`config.mk`:
```
export PLATFORM = sky130hd
export DESIGN_NAME = vme_host_bus_interface
export DESIGN_NICKNAME = d
export VERILOG_FILES = /design/src/logic/vme_host_bus_interface_pkg.sv /design/src/logic/vme_host_bus_interface.sv
export VERILOG_INCLUDE_DIRS = /design/src /design/src/logic
export SDC_FILE = /design/constraint.sdc
export NUM_CORES = 1
export LEC_CHECK = 0
export BUFFER_PORTS_ARGS = -buffer_cell sky130_fd_sc_hd__buf_2
export CAP_MARGIN = 20
export CELL_PAD_IN_SITES_DETAIL_PLACEMENT = 0
export CELL_PAD_IN_SITES_GLOBAL_PLACEMENT = 1
export CORE_UTILIZATION = 45
export CTS_CLUSTER_DIAMETER = 80
export DETAILED_ROUTE_END_ITERATION = 12
export GPL_TIMING_DRIVEN = 0
export PLACE_DENSITY_LB_ADDON = 0.1
export SLEW_MARGIN = 10
export SYNTH_ARGS = -nofsm -noshare
export SYNTH_HDL_FRONTEND = slang
export SYNTH_SLANG_ARGS = --single-unit
```
`constraint.sdc`:
```
create_clock -name ref_clk_i -period 13.9 [get_ports ref_clk_i]
set_input_delay 2.78 -clock ref_clk_i [delete_from_list [all_inputs] [get_ports ref_clk_i]]
set_output_delay 2.78 -clock ref_clk_i [all_outputs]
set_load 0.01 [all_outputs]
```
`src/logic/vme_host_bus_interface_consts.svh`:
```
// constants for the bus interface: timing, encodings and resets
`ifndef VME_HOST_BUS_INTERFACE_CONSTS_SVH
`define VME_HOST_BUS_INTERFACE_CONSTS_SVH
`define CLK_MHZ          20
`define BUS_TMO_US       64
`define BUS_TMO_CYC      (`BUS_TMO_US * `CLK_MHZ)
`define MASK_RST         7'h00
`define AM_RST           6'h0d
`define SIZE_RST         2'h2
`define SIZE_BYTE        2'h0
`define SIZE_HALF        2'h1
`define PHYS_BASE        32'hc0000000
`endif

```
`src/logic/vme_host_bus_interface_pkg.sv`:
```
// types for the bus interface
package vme_host_bus_interface_pkg;
    typedef enum logic [3:0] {
        OP_READ    = 4'h0,
        OP_WRITE   = 4'h1,
        OP_CAS     = 4'h2,
        OP_MASKAND = 4'h3,
        OP_MASKOR  = 4'h4,
        OP_ENABLE  = 4'h5,
        OP_DISABLE = 4'h6,
        OP_POST    = 4'h7,
        OP_MAP     = 4'h8,
        OP_MODEON  = 4'h9,
        OP_MODEOFF = 4'ha
    } op_type;
    typedef enum logic [2:0] {
        B_IDLE = 3'h0,
        B_STRB = 3'h1,
        B_WAIT = 3'h2,
        B_REL  = 3'h3,
        B_POST = 3'h4,
        B_PACK = 3'h5
    } bus_state_type;
endpackage : vme_host_bus_interface_pkg

```
`src/logic/vme_host_bus_interface.sv`:
```
// host side bus bridge: polled transfers, mask, interrupts, mapping
`timescale 1ns/1ps
`include "vme_host_bus_interface_consts.svh"
module vme_host_bus_interface (
    // clock and reset
    input  wire logic        ref_clk_i,
    input  wire logic        rst_i,
    // host command
    input  wire logic        cmd_valid_i,
    output logic             cmd_ready_o,
    input  wire logic [3:0]  cmd_op_i,
    input  wire logic [31:0] cmd_addr_i,
    input  wire logic [31:0] cmd_data_i,
    input  wire logic [31:0] cmd_old_i,
    input  wire logic [31:0] cmd_len_i,
    input  wire logic [5:0]  cmd_am_i,
    input  wire logic        cmd_am_use_i,
    input  wire logic [1:0]  cmd_size_i,
    input  wire logic        cmd_size_use_i,
    input  wire logic [1:0]  cmd_off_i,
    input  wire logic        cmd_shuf_i,
    input  wire logic        cmd_shuf_use_i,
    // host answer
    output logic             rsp_valid_o,
    output logic [31:0]      rsp_data_o,
    output logic             rsp_err_o,
    output logic             rsp_ok_o,
    // received interrupts, same clock
    input  wire logic        int_seen_i,
    input  wire logic [2:0]  int_level_i,
    input  wire logic [7:0]  int_status_i,
    output logic             hnd_valid_o,
    output logic [7:0]       hnd_status_o,
    // bus master pins
    output logic             bus_own_o,
    output logic             as_o,
    output logic             wr_o,
    output logic [5:0]       am_o,
    output logic [31:0]      a_o,
    output logic [3:0]       lane_o,
    output logic [31:0]      d_o,
    output logic             d_oe_o,
    input  wire logic [31:0] d_i,
    input  wire logic        dtack_n_i,
    input  wire logic        berr_n_i,
    // interrupter pins
    output logic [7:1]       irq_oe_o,
    input  wire logic        iack_n_i,
    output logic [7:0]       stat_o,
    output logic             stat_oe_o
);
    typedef vme_host_bus_interface_pkg::op_type op_type;
    typedef vme_host_bus_interface_pkg::bus_state_type bus_state_type;

    bus_state_type st_r;           // bus sequencer
    logic [6:0]  mask_r;           // level enables, bit 0 is level 1
    logic        pend_err_r;       // write error waiting for a read
    logic [3:0]  op_r;             // operation in flight
    logic        cas_wr_r;         // second half of compare-and-store
    logic        err_r;            // error of current cycle
    logic [31:0] rdat_r;           // captured read data
    logic [10:0] tmo_r;            // timeout counter
    logic [2:0]  plev_r;           // level being posted
    logic [7:0]  pstat_r;          // status byte being posted
    // bus mode context
    logic        ctx_r;
    logic [5:0]  m_am_r;
    logic [1:0]  m_size_r;
    logic        m_shuf_r;
    logic        win_r;
    logic [31:0] win_lo_r;
    logic [31:0] win_hi_r;
    logic        shuf_r;
    // synchronisers
    logic [31:0] d_m_r, d_s_r;
    logic [2:0]  pin_m_r, pin_s_r;
    logic        dtack_s, berr_s, iack_s;
    // effective options and helpers
    logic [5:0]  e_am;
    logic [1:0]  e_size;
    logic        e_shuf;
    logic [3:0]  e_lane;
    logic [32:0] m_end;
    logic        conflict;
    logic        tmo_hit;
    logic [31:0] rd_fix;
    logic        idle_go;
    op_type      op;

    assign op = op_type'(cmd_op_i);
    assign cmd_ready_o = (st_r == vme_host_bus_interface_pkg::B_IDLE);
    assign idle_go = cmd_valid_i & cmd_ready_o;
    assign bus_own_o = (st_r != vme_host_bus_interface_pkg::B_IDLE);

    // two flops on every pin input; only the second stage is read
    always_ff @(posedge ref_clk_i)
    begin
        d_m_r   <= d_i;
        d_s_r   <= d_m_r;
        pin_m_r <= {~iack_n_i, ~berr_n_i, ~dtack_n_i};
        pin_s_r <= pin_m_r;
    end
    assign dtack_s = pin_s_r[0];
    assign berr_s  = pin_s_r[1];
    assign iack_s  = pin_s_r[2];

    // explicit option wins, otherwise the ambient mode
    assign e_am   = cmd_am_use_i   ? cmd_am_i   : m_am_r;
    assign e_size = cmd_size_use_i ? cmd_size_i : m_size_r;
    assign e_shuf = cmd_shuf_use_i ? cmd_shuf_i : m_shuf_r;

    // byte lanes from size and offset
    always_comb
    begin
        unique case (e_size)
            `SIZE_BYTE: e_lane = 4'h1 << cmd_off_i;
            `SIZE_HALF: e_lane = cmd_off_i[1] ? 4'hc : 4'h3;
            default:    e_lane = 4'hf;
        endcase
    end

    // byte reversal on read data when shuffling is asked for
    assign rd_fix = shuf_r ? {d_s_r[7:0], d_s_r[15:8], d_s_r[23:16],
                              d_s_r[31:24]} : d_s_r;

    // map checks: window end, conflicts with the context
    assign m_end = {1'b0, cmd_addr_i} + {1'b0, cmd_len_i};
    assign conflict = (cmd_am_use_i & (cmd_am_i != m_am_r))
                    | (cmd_size_use_i & (cmd_size_i != m_size_r));
    assign tmo_hit = (tmo_r == 11'(`BUS_TMO_CYC - 1));

    // interrupt enable mask
    always_ff @(posedge ref_clk_i)
    begin
        if (rst_i)
            mask_r <= `MASK_RST;
        else if (idle_go)
        begin
            unique case (op)
                vme_host_bus_interface_pkg::OP_MASKAND:
                    mask_r <= mask_r & cmd_data_i[6:0];
                vme_host_bus_interface_pkg::OP_MASKOR:
                    mask_r <= mask_r | cmd_data_i[6:0];
                vme_host_bus_interface_pkg::OP_ENABLE:
                    if (cmd_data_i[2:0] != 3'h0)
                        mask_r[cmd_data_i[2:0] - 3'h1] <= 1'b1;
                vme_host_bus_interface_pkg::OP_DISABLE:
                    if (cmd_data_i[2:0] != 3'h0)
                        mask_r[cmd_data_i[2:0] - 3'h1] <= 1'b0;
                default: ;
            endcase
        end
    end

    // received interrupt dispatch, gated by its level's enable
    always_ff @(posedge ref_clk_i)
    begin
        if (rst_i)
        begin
            hnd_valid_o  <= 1'b0;
            hnd_status_o <= 8'h00;
        end
        else
        begin
            hnd_valid_o <= int_seen_i & (int_level_i != 3'h0)
                         & mask_r[int_level_i - 3'h1];
            if (int_seen_i)
                hnd_status_o <= int_status_i;
        end
    end

    // bus-mode context and address window; held until mode off
    always_ff @(posedge ref_clk_i)
    begin
        if (rst_i)
        begin
            ctx_r    <= 1'b0;
            m_am_r   <= `AM_RST;
            m_size_r <= `SIZE_RST;
            m_shuf_r <= 1'b0;
            win_r    <= 1'b0;
            win_lo_r <= 32'h00000000;
            win_hi_r <= 32'h00000000;
        end
        else if (idle_go)
        begin
            if (op == vme_host_bus_interface_pkg::OP_MODEON && !ctx_r)
            begin
                ctx_r    <= 1'b1;
                m_am_r   <= cmd_am_i;
                m_size_r <= cmd_size_i;
                m_shuf_r <= cmd_shuf_i;
            end
            if (op == vme_host_bus_interface_pkg::OP_MODEOFF)
            begin
                ctx_r <= 1'b0;
                win_r <= 1'b0;
            end
            if (op == vme_host_bus_interface_pkg::OP_MAP && ctx_r
                && !win_r && !conflict && !m_end[32]
                && cmd_len_i != 32'h0)
            begin
                win_r    <= 1'b1;
                win_lo_r <= cmd_addr_i;
                win_hi_r <= m_end[31:0];
            end
        end
    end

    // bus sequencer: polled cycles, compare-and-store, posting
    always_ff @(posedge ref_clk_i)
    begin
        if (rst_i)
        begin
            st_r     <= vme_host_bus_interface_pkg::B_IDLE;
            op_r     <= 4'h0;
            cas_wr_r <= 1'b0;
            err_r    <= 1'b0;
            tmo_r    <= 11'h000;
            as_o     <= 1'b0;
            wr_o     <= 1'b0;
            am_o     <= `AM_RST;
            a_o      <= 32'h00000000;
            lane_o   <= 4'h0;
            d_o      <= 32'h00000000;
            d_oe_o   <= 1'b0;
            shuf_r   <= 1'b0;
            rdat_r   <= 32'h00000000;
            plev_r   <= 3'h0;
            pstat_r  <= 8'h00;
        end
        else
        begin
            unique case (st_r)
                vme_host_bus_interface_pkg::B_IDLE:
                    if (idle_go)
                    begin
                        op_r     <= cmd_op_i;
                        cas_wr_r <= 1'b0;
                        err_r    <= 1'b0;
                        tmo_r    <= 11'h000;
                        am_o     <= e_am;
                        a_o      <= cmd_addr_i;
                        lane_o   <= e_lane;
                        shuf_r   <= e_shuf;
                        d_o      <= cmd_data_i;
                        plev_r   <= cmd_addr_i[2:0];
                        pstat_r  <= cmd_data_i[7:0];
                        if (op == vme_host_bus_interface_pkg::OP_READ
                            || op == vme_host_bus_interface_pkg::OP_WRITE
                            || op == vme_host_bus_interface_pkg::OP_CAS)
                        begin
                            wr_o <= (op == vme_host_bus_interface_pkg::
                                     OP_WRITE);
                            st_r <= vme_host_bus_interface_pkg::B_STRB;
                        end
                        else if (op == vme_host_bus_interface_pkg::OP_POST
                                 && cmd_addr_i[2:0] != 3'h0)
                            st_r <= vme_host_bus_interface_pkg::B_POST;
                    end
                vme_host_bus_interface_pkg::B_STRB:
                begin
                    as_o   <= 1'b1;
                    d_oe_o <= wr_o;
                    st_r   <= vme_host_bus_interface_pkg::B_WAIT;
                end
                vme_host_bus_interface_pkg::B_WAIT:
                begin
                    tmo_r <= tmo_r + 11'h001;
                    if (berr_s || tmo_hit || dtack_s)
                    begin
                        err_r  <= berr_s | (tmo_hit & ~dtack_s);
                        rdat_r <= rd_fix;
                        as_o   <= 1'b0;
                        d_oe_o <= 1'b0;
                        tmo_r  <= 11'h000;
                        st_r   <= vme_host_bus_interface_pkg::B_REL;
                    end
                end
                vme_host_bus_interface_pkg::B_REL:
                begin
                    tmo_r <= tmo_r + 11'h001;
                    if (!dtack_s && !berr_s || tmo_hit)
                    begin
                        // bus stays owned between the two halves
                        if (op_r == vme_host_bus_interface_pkg::OP_CAS
                            && !cas_wr_r && !err_r && rdat_r == cmd_old_i)
                        begin
                            cas_wr_r <= 1'b1;
                            wr_o     <= 1'b1;
                            tmo_r    <= 11'h000;
                            st_r     <= vme_host_bus_interface_pkg::B_STRB;
                        end
                        else
                            st_r <= vme_host_bus_interface_pkg::B_IDLE;
                    end
                end
                vme_host_bus_interface_pkg::B_POST:
                    if (iack_s)
                        st_r <= vme_host_bus_interface_pkg::B_PACK;
                vme_host_bus_interface_pkg::B_PACK:
                    if (!iack_s)
                        st_r <= vme_host_bus_interface_pkg::B_IDLE;
                default:
                    st_r <= vme_host_bus_interface_pkg::B_IDLE;
            endcase
        end
    end

    // interrupter drive: request until acknowledge, then status
    assign irq_oe_o  = (st_r == vme_host_bus_interface_pkg::B_POST)
                     ? (7'h01 << (plev_r - 3'h1)) : 7'h00;
    assign stat_oe_o = (st_r == vme_host_bus_interface_pkg::B_PACK);
    assign stat_o    = pstat_r;

    // answers; a write error waits in pend_err_r for the next read
    always_ff @(posedge ref_clk_i)
    begin
        if (rst_i)
        begin
            rsp_valid_o <= 1'b0;
            rsp_data_o  <= 32'h00000000;
            rsp_err_o   <= 1'b0;
            rsp_ok_o    <= 1'b0;
            pend_err_r  <= 1'b0;
        end
        else
        begin
            rsp_valid_o <= 1'b0;
            if (st_r == vme_host_bus_interface_pkg::B_REL
                && (!dtack_s && !berr_s || tmo_hit)
                && !(op_r == vme_host_bus_interface_pkg::OP_CAS
                     && !cas_wr_r && !err_r && rdat_r == cmd_old_i))
            begin
                rsp_valid_o <= 1'b1;
                rsp_data_o  <= rdat_r;
                rsp_ok_o    <= cas_wr_r & ~err_r;
                if (op_r == vme_host_bus_interface_pkg::OP_WRITE
                    || cas_wr_r)
                begin
                    rsp_err_o  <= 1'b0;
                    pend_err_r <= pend_err_r | err_r;
                end
                else
                begin
                    rsp_err_o  <= err_r | pend_err_r;
                    pend_err_r <= 1'b0;
                end
            end
            else if (st_r == vme_host_bus_interface_pkg::B_PACK
                     && !iack_s)
            begin
                rsp_valid_o <= 1'b1;
                rsp_err_o   <= 1'b0;
                rsp_ok_o    <= 1'b1;
            end
            else if (idle_go
                     && op != vme_host_bus_interface_pkg::OP_READ
                     && op != vme_host_bus_interface_pkg::OP_WRITE
                     && op != vme_host_bus_interface_pkg::OP_CAS
                     && !(op == vme_host_bus_interface_pkg::OP_POST
                          && cmd_addr_i[2:0] != 3'h0))
            begin
                rsp_valid_o <= 1'b1;
                rsp_ok_o    <= 1'b1;
                rsp_err_o   <= 1'b0;
                rsp_data_o  <= 32'h00000000;
                unique case (op)
                    vme_host_bus_interface_pkg::OP_MASKAND:
                        rsp_data_o <= {25'h0, mask_r & cmd_data_i[6:0]};
                    vme_host_bus_interface_pkg::OP_MASKOR:
                        rsp_data_o <= {25'h0, mask_r | cmd_data_i[6:0]};
                    vme_host_bus_interface_pkg::OP_MODEON:
                        rsp_err_o <= ctx_r;
                    vme_host_bus_interface_pkg::OP_MAP:
                    begin
                        if (!ctx_r || conflict || m_end[32]
                            || cmd_len_i == 32'h0)
                            rsp_err_o <= 1'b1;
                        else if (win_r && (cmd_addr_i < win_lo_r
                                 || m_end[31:0] > win_hi_r))
                            rsp_err_o <= 1'b1;
                        rsp_data_o <= `PHYS_BASE + (cmd_addr_i
                                    - (win_r ? win_lo_r : cmd_addr_i));
                    end
                    vme_host_bus_interface_pkg::OP_POST:
                        rsp_err_o <= 1'b1;
                    default: ;
                endcase
            end
        end
    end
endmodule : vme_host_bus_interface

```
=== After elaboration in Yosys (flattened, before gate mapping) ===
Index checks and enable logic that the tools add are counted.

* Register bits: 338
* Input bits: 196
* Logic and storage cells: 241

* $add $sub $neg: 7
* Magnitude comparators: 5
* Equal/unequal tests: 35
* Shifts and indexed selects: 2
* Mux-type cells: 63
* Bitwise operators: 20
* Reductions and logical operators: 74

{| class="wikitable"
|+ Operators with widths
! cell !! number
|-
| 2-to-1 mux 32 bit || 5
|-
| case mux 32 bit (3 select lines) || 1
|-
| 2-to-1 mux 11 bit || 4
|-
| adder 32 x 32 -> 33 bit || 1
|-
| case mux 11 bit (3 select lines) || 1
|-
| adder 32 bit (first input constant) || 1
|-
| equality test 32 bit || 1
|-
| greater-than comparator 32 bit || 1
|-
| zero test 32 bit || 1
|-
| < comparator 32 bit || 1
|-
| nonzero test 32 bit || 1
|-
| subtractor 32 bit || 1
|-
| 2-to-1 mux 1 bit || 28
|-
| case mux 7 bit (4 select lines) || 1
|-
| 2-to-1 mux 3 bit || 7
|-
| 2-to-1 mux 7 bit || 3
|-
| logical AND 1 bit || 20
|-
| case mux 3 bit (6 select lines) || 1
|-
| AND reduction 2 bit || 9
|-
| nonzero test 3 bit || 6
|-
| equality test 4 x 3 -> 1 bit (second input constant) || 4
|-
| != test 2 bit (second input constant) || 8
|-
| bitwise AND 7 bit || 2
|-
| bitwise OR 7 bit || 2
|-
| 43 further kinds || 96
|}

=== Longest topological paths before layout ===
* Depth after elaboration: 11
* Depth in mapped cells: 19
* Gate-level depth less buffers: 19

=== Least setup slack after synthesis ===
No wires, ideal clock.

* Kind: in2reg
* From: input port cmd_addr_i[0]
* To: register rsp_err_o
* Library setup time: 0.074 ns
* Arrival time: 6.601 ns
* Data required time: 13.826 ns
* Setup slack: 7.225 ns
* Stages on the path: 18
* Path buffers: 0
* Path through: ha_1 -> fa_1 -> a211oi_1 -> o211ai_1 -> a21oi_1 -> a211oi_1 -> o21a_1 -> o21a_1 -> nor2_1 -> xnor2_1 -> ha_1 -> nand4_1 -> or2_2 -> or4_1 -> o22ai_1 -> o311ai_0 -> o2111a_1 -> o21ai_0

* Word-level cells in the longest chain between the ends: 10
* Elaborated cells between the ends (all ways): 18
* Classes of those cells: add/sub: 1; order compare: 2; mux: 6; reduce/logical: 9

{| class="wikitable"
|+ Ends and longest elaborated chain
! item !! RTL line !! text
|-
| start, declared || vme_host_bus_interface.sv:12 || <nowiki>input wire logic [31:0] cmd_addr_i,</nowiki>
|-
| adder 32 x 32 -> 33 bit || vme_host_bus_interface.sv:127 || <nowiki>assign m_end = {1'b0, cmd_addr_i} + {1'b0, cmd_len_i};</nowiki>
|-
| net m_end[26] || vme_host_bus_interface.sv:83 || <nowiki>logic [32:0] m_end;</nowiki>
|-
| greater-than comparator 32 bit || vme_host_bus_interface.sv:381 || <nowiki>|| m_end[31:0] > win_hi_r))</nowiki>
|-
| logical OR 1 bit || vme_host_bus_interface.sv:381 ||
|-
| logical AND 1 bit || vme_host_bus_interface.sv:380 || <nowiki>else if (win_r && (cmd_addr_i < win_lo_r</nowiki>
|-
| 2-to-1 mux 1 bit || vme_host_bus_interface.sv:380 ||
|-
| 2-to-1 mux 1 bit || vme_host_bus_interface.sv:377 || <nowiki>if (!ctx_r || conflict || m_end[32]</nowiki>
|-
| case mux 1 bit (3 select lines) || vme_host_bus_interface.sv:368 || <nowiki>unique case (op)</nowiki>
|-
| 2-to-1 mux 1 bit || vme_host_bus_interface.sv:357 || <nowiki>else if (idle_go</nowiki>
|-
| 2-to-1 mux 1 bit || vme_host_bus_interface.sv:350 || <nowiki>else if (st_r == vme_host_bus_interface_pkg::B_PACK</nowiki>
|-
| 2-to-1 mux 1 bit || vme_host_bus_interface.sv:330 || <nowiki>if (st_r == vme_host_bus_interface_pkg::B_REL</nowiki>
|-
| end signal, assigned || vme_host_bus_interface.sv:346 || <nowiki>rsp_err_o <= err_r | pend_err_r;</nowiki>
|-
| end signal, assigned || vme_host_bus_interface.sv:374 || <nowiki>rsp_err_o <= ctx_r;</nowiki>
|-
| end, declared || vme_host_bus_interface.sv:26 || <nowiki>output logic rsp_err_o,</nowiki>
|}

The timed path passes the listed nets, and every way through them passes these cells. The select of a mux whose other input is x is not followed.
A chain may end at the register's enable or synchronous reset.

=== Final worst setup path ===
Same ends and word-level chain as after synthesis.

==> flow_metrics.env <==
export IMPL_status="finished, final reports clean"
export IMPL_ys_types=89
export IMPL_synthFlopType="dfxtp_1"
export IMPL_synth_area_um2=18160
export IMPL_layout_nets=2920
export IMPL_core_um2=39730
export IMPL_crit_fanout=7
export IMPL_peakVddDrop_v=0.0001104
export IMPL_synth_async_reset_ratio_pct=0
export IMPL_gp_congestion=0.9017
export IMPL_drc_errors=0
export IMPL_min_from="pin_m_r[1]$_DFF_P_"
export IMPL_grt_pass1_wl_mm=90.50
export IMPL_cts_max_path_buffers=3
export IMPL_wl_per_cell_um=19.13
export IMPL_p_per_area_nw_per_um2=137.5
export IMPL_r2r_start="win_r$_SDFFE_PP0P_"
export IMPL_cp_top_family="compound AO/OA/AOI/OAI gates"
export IMPL_relSlewSlack_pct=30.80
export IMPL_cp_required_ns=14.38
export IMPL_syn_nets=2551
export IMPL_cts_buffers=38
export IMPL_clk_pin_slew_worst_paths_ns=0.06
export IMPL_die_w_um=202.9
export IMPL_stdcell_count=3114
export IMPL_grt_pass1_vias=16130
export IMPL_max_cap_viol_count=0
export IMPL_vias_per_cell=5.446
export IMPL_insertion_delay_ns=0.56
export IMPL_io_pins=335
export IMPL_cts_hold_buf=0
export IMPL_period_needed_ns=7.833
export IMPL_start_kind="input pin"
export IMPL_port_buffers=328
export IMPL_period_share_pct=56.36
export IMPL_p_leak_nw=9.190
export IMPL_hold_class="reg -> reg"
export IMPL_critPathCaptureType="flop"
export IMPL_finClkSkew_ns=0.02463
export IMPL_hold_viol=0
export IMPL_cts_sinks=327
export IMPL_die_area_um2=41170
export IMPL_slowest_stage="a21oi_1"
export IMPL_crit_start="cmd_addr_i[0]"
export IMPL_grt_usage_pct=28.26
export IMPL_cts_tree="done"
export IMPL_synth_edf_count=0
export IMPL_fin_util_pct=54.88
export IMPL_fillers=3830
export IMPL_synth_top_cell_area_share_pct=36.04
export IMPL_cts_setup_buffers=0
export IMPL_yosysTopAreaCell="dfxtp_1"
export IMPL_wirelength_mm=59.58
export IMPL_critPathBufInv=1
export IMPL_vias=16958
export IMPL_ant_nets=0
export IMPL_rsz0062_at_grt="no"
export IMPL_antenna_found_initial=5
export IMPL_finalSetupTns_ns=0
export IMPL_rows=73
export IMPL_seq_area_frac_synth_pct=36.04
export IMPL_synth_most_common_cell="nand2_1"
export IMPL_path_cells="buf_2, ha_1, fa_1, a211oi_1, o211ai_1, a21oi_1, a211oi_1, o21a_1, o21a_1, nor2_1, xnor2_1, ha_1, nand4_1, or2_2, nor4_1, a21oi_1, a31oi_1, o311ai_0, o2111a_1, o21ai_0"
export IMPL_grt_max_degree=16
export IMPL_finalSetupViolCount=0
export IMPL_ys_ff_latch=327
export IMPL_grt_overflow=0
export IMPL_drive_gt1_share_pct=17.93
export IMPL_worst_pin_slew_ns=1.038
export IMPL_areaGrowthSynthToFinish_pct=20.03
export IMPL_synth_commonest_cells="nand2_1, dfxtp_1, a21oi_1"
export IMPL_syn_inst=2191
export IMPL_critPathArrivalTime_ns=8.32
export IMPL_drtIter0Drc=936
export IMPL_cts_max_level=2
export IMPL_first_pass_iters=5
export IMPL_report_final_slew_viol_count=0
export IMPL_ys_warn_count=0
export IMPL_dpl_hpwl_mm=47.62
export IMPL_path_class="in -> reg"
export IMPL_max_freq_ghz=0.1277
export IMPL_cts_root_buf="clkbuf_16"
export IMPL_dp_cells=3044
export IMPL_avgSynthCellArea_um2=8.291
export IMPL_critPathMaxStageDelay_ns=0.71
export IMPL_post_cts_resized=0
export IMPL_start_util_pct=45.72
export IMPL_synthTopCellsByArea="dfxtp_1, ha_1, nand2_1, a21oi_1, mux2i_1"
export IMPL_die_y_um=202.9
-- per-layer routing --
| layer | GRT usage, % | wire length, um | vias up |
|---|---|---|---|
| met5 | 0 | 34 | - |
| met4 | 11.65 | 2226 | 6 |
| met3 | 4.783 | 3135 | 117 |
| met2 | 48.24 | 28230 | 464 |
| met1 | 35.11 | 25950 | 7915 |
| li1 | - | - | 8456 |
-- power breakdown --
part | internal (mW) | leakage [nW] | switching (mW)
combinational | 0.309 | 5.86 | 0.528
sequential | 1.03 | 2.68 | 0.0683
clock | 0.643 | 0.650 | 0.422
total | 1.98 | 9.19 | 1.02
-- registers in the layout, indices dropped and copies added, names as in the netlist, 2 cells and up --
register	flops
a_o	32
am_o	6
d_m_r	32
d_o	32
d_s_r	32
hnd_status_o	8
lane_o	4
m_am_r	6
m_size_r	2
mask_r	7
op_r	4
pin_m_r	3
pin_s_r	3
rdat_r	32
rsp_data_o	32
st_r	3
tmo_r	11
win_hi_r	32
win_lo_r	32
-- final timing paths --
path	end	slack [ns]	cells past startpoint
min reg2reg	pin_s_r[1]$_DFF_P_	0.32	0
max reg2reg	rsp_data_o[25]$_SDFFE_PP0P_	8.82	16
min	pin_s_r[1]$_DFF_P_	0.32	0
max	rsp_err_o$_SDFFE_PP0P_	6.07	20
-- cell usage in the layout (no fill, tap or decap), types with 12 or more instances in the layout --
master,n
a211oi_1,52
a21o_1,42
a21oi_1,227
a31oi_1,28
and2_1,13
and3_1,22
buf_2,341
buf_4,12
clkbuf_1,80
clkbuf_16,38
dfxtp_1,327
ha_1,162
inv_1,104
mux2i_1,94
nand2_1,349
nand2b_1,19
nand3_1,47
nand4_1,30
nor2_1,142
nor2b_1,17
nor3_1,30
nor4_1,25
o211ai_1,17
o21a_1,15
o21ai_0,73
xnor2_1,30
xor2_1,66
-- kinds of logic after synthesis --
logic type,Yosys count,share of synthesized area [%]
AOI/OAI and AO/OA,541,18.64
DFF,327,36.04
muxes,96,5.366
adders and majority gates,164,11.38
buffers and inverters,218,5.028
xor gates and xnor gates,96,4.629
and+or+nand+nor,749,18.92
-- layout make-up --
| class | count | area [um2] | share of cell area, % |
|---|---|---|---|
| Antenna cell | 1 | 2.502 | 0.01148 |
| Buffer | 113 | 519.2 | 2.382 |
| Clock buffer | 50 | 1076 | 4.935 |
| Clock inverter | 18 | 256.5 | 1.176 |
| Inverter | 105 | 394.1 | 1.808 |
| Multi-Input combinational cell | 1646 | 10710 | 49.10 |
| Sequential cell | 327 | 6546 | 30.02 |
| Tap cell | 525 | 656.9 | 3.013 |
| Timing Repair Buffer | 329 | 1647 | 7.552 |
-- through the flow --
stage | hold WS, ns | total power, mW | setup slack (ns) | cell area, um2
2_1_floorplan | 0.3096 | 1.627 | 7.225 | 18160
3_3_place_gp | 0.3107 | 1.933 | 5.716 | 20460
3_5_place_dp | 0.3121 | 1.944 | 5.689 | 20460
4_1_cts | 0.3222 | 3.009 | 6.208 | 21800
5_1_grt | 0.3305 | 3.150 | 5.884 | 21800
6_report | 0.3175 | 2.999 | 6.067 | 21800
Note: power is estimated with default switching activity, not from simulation.
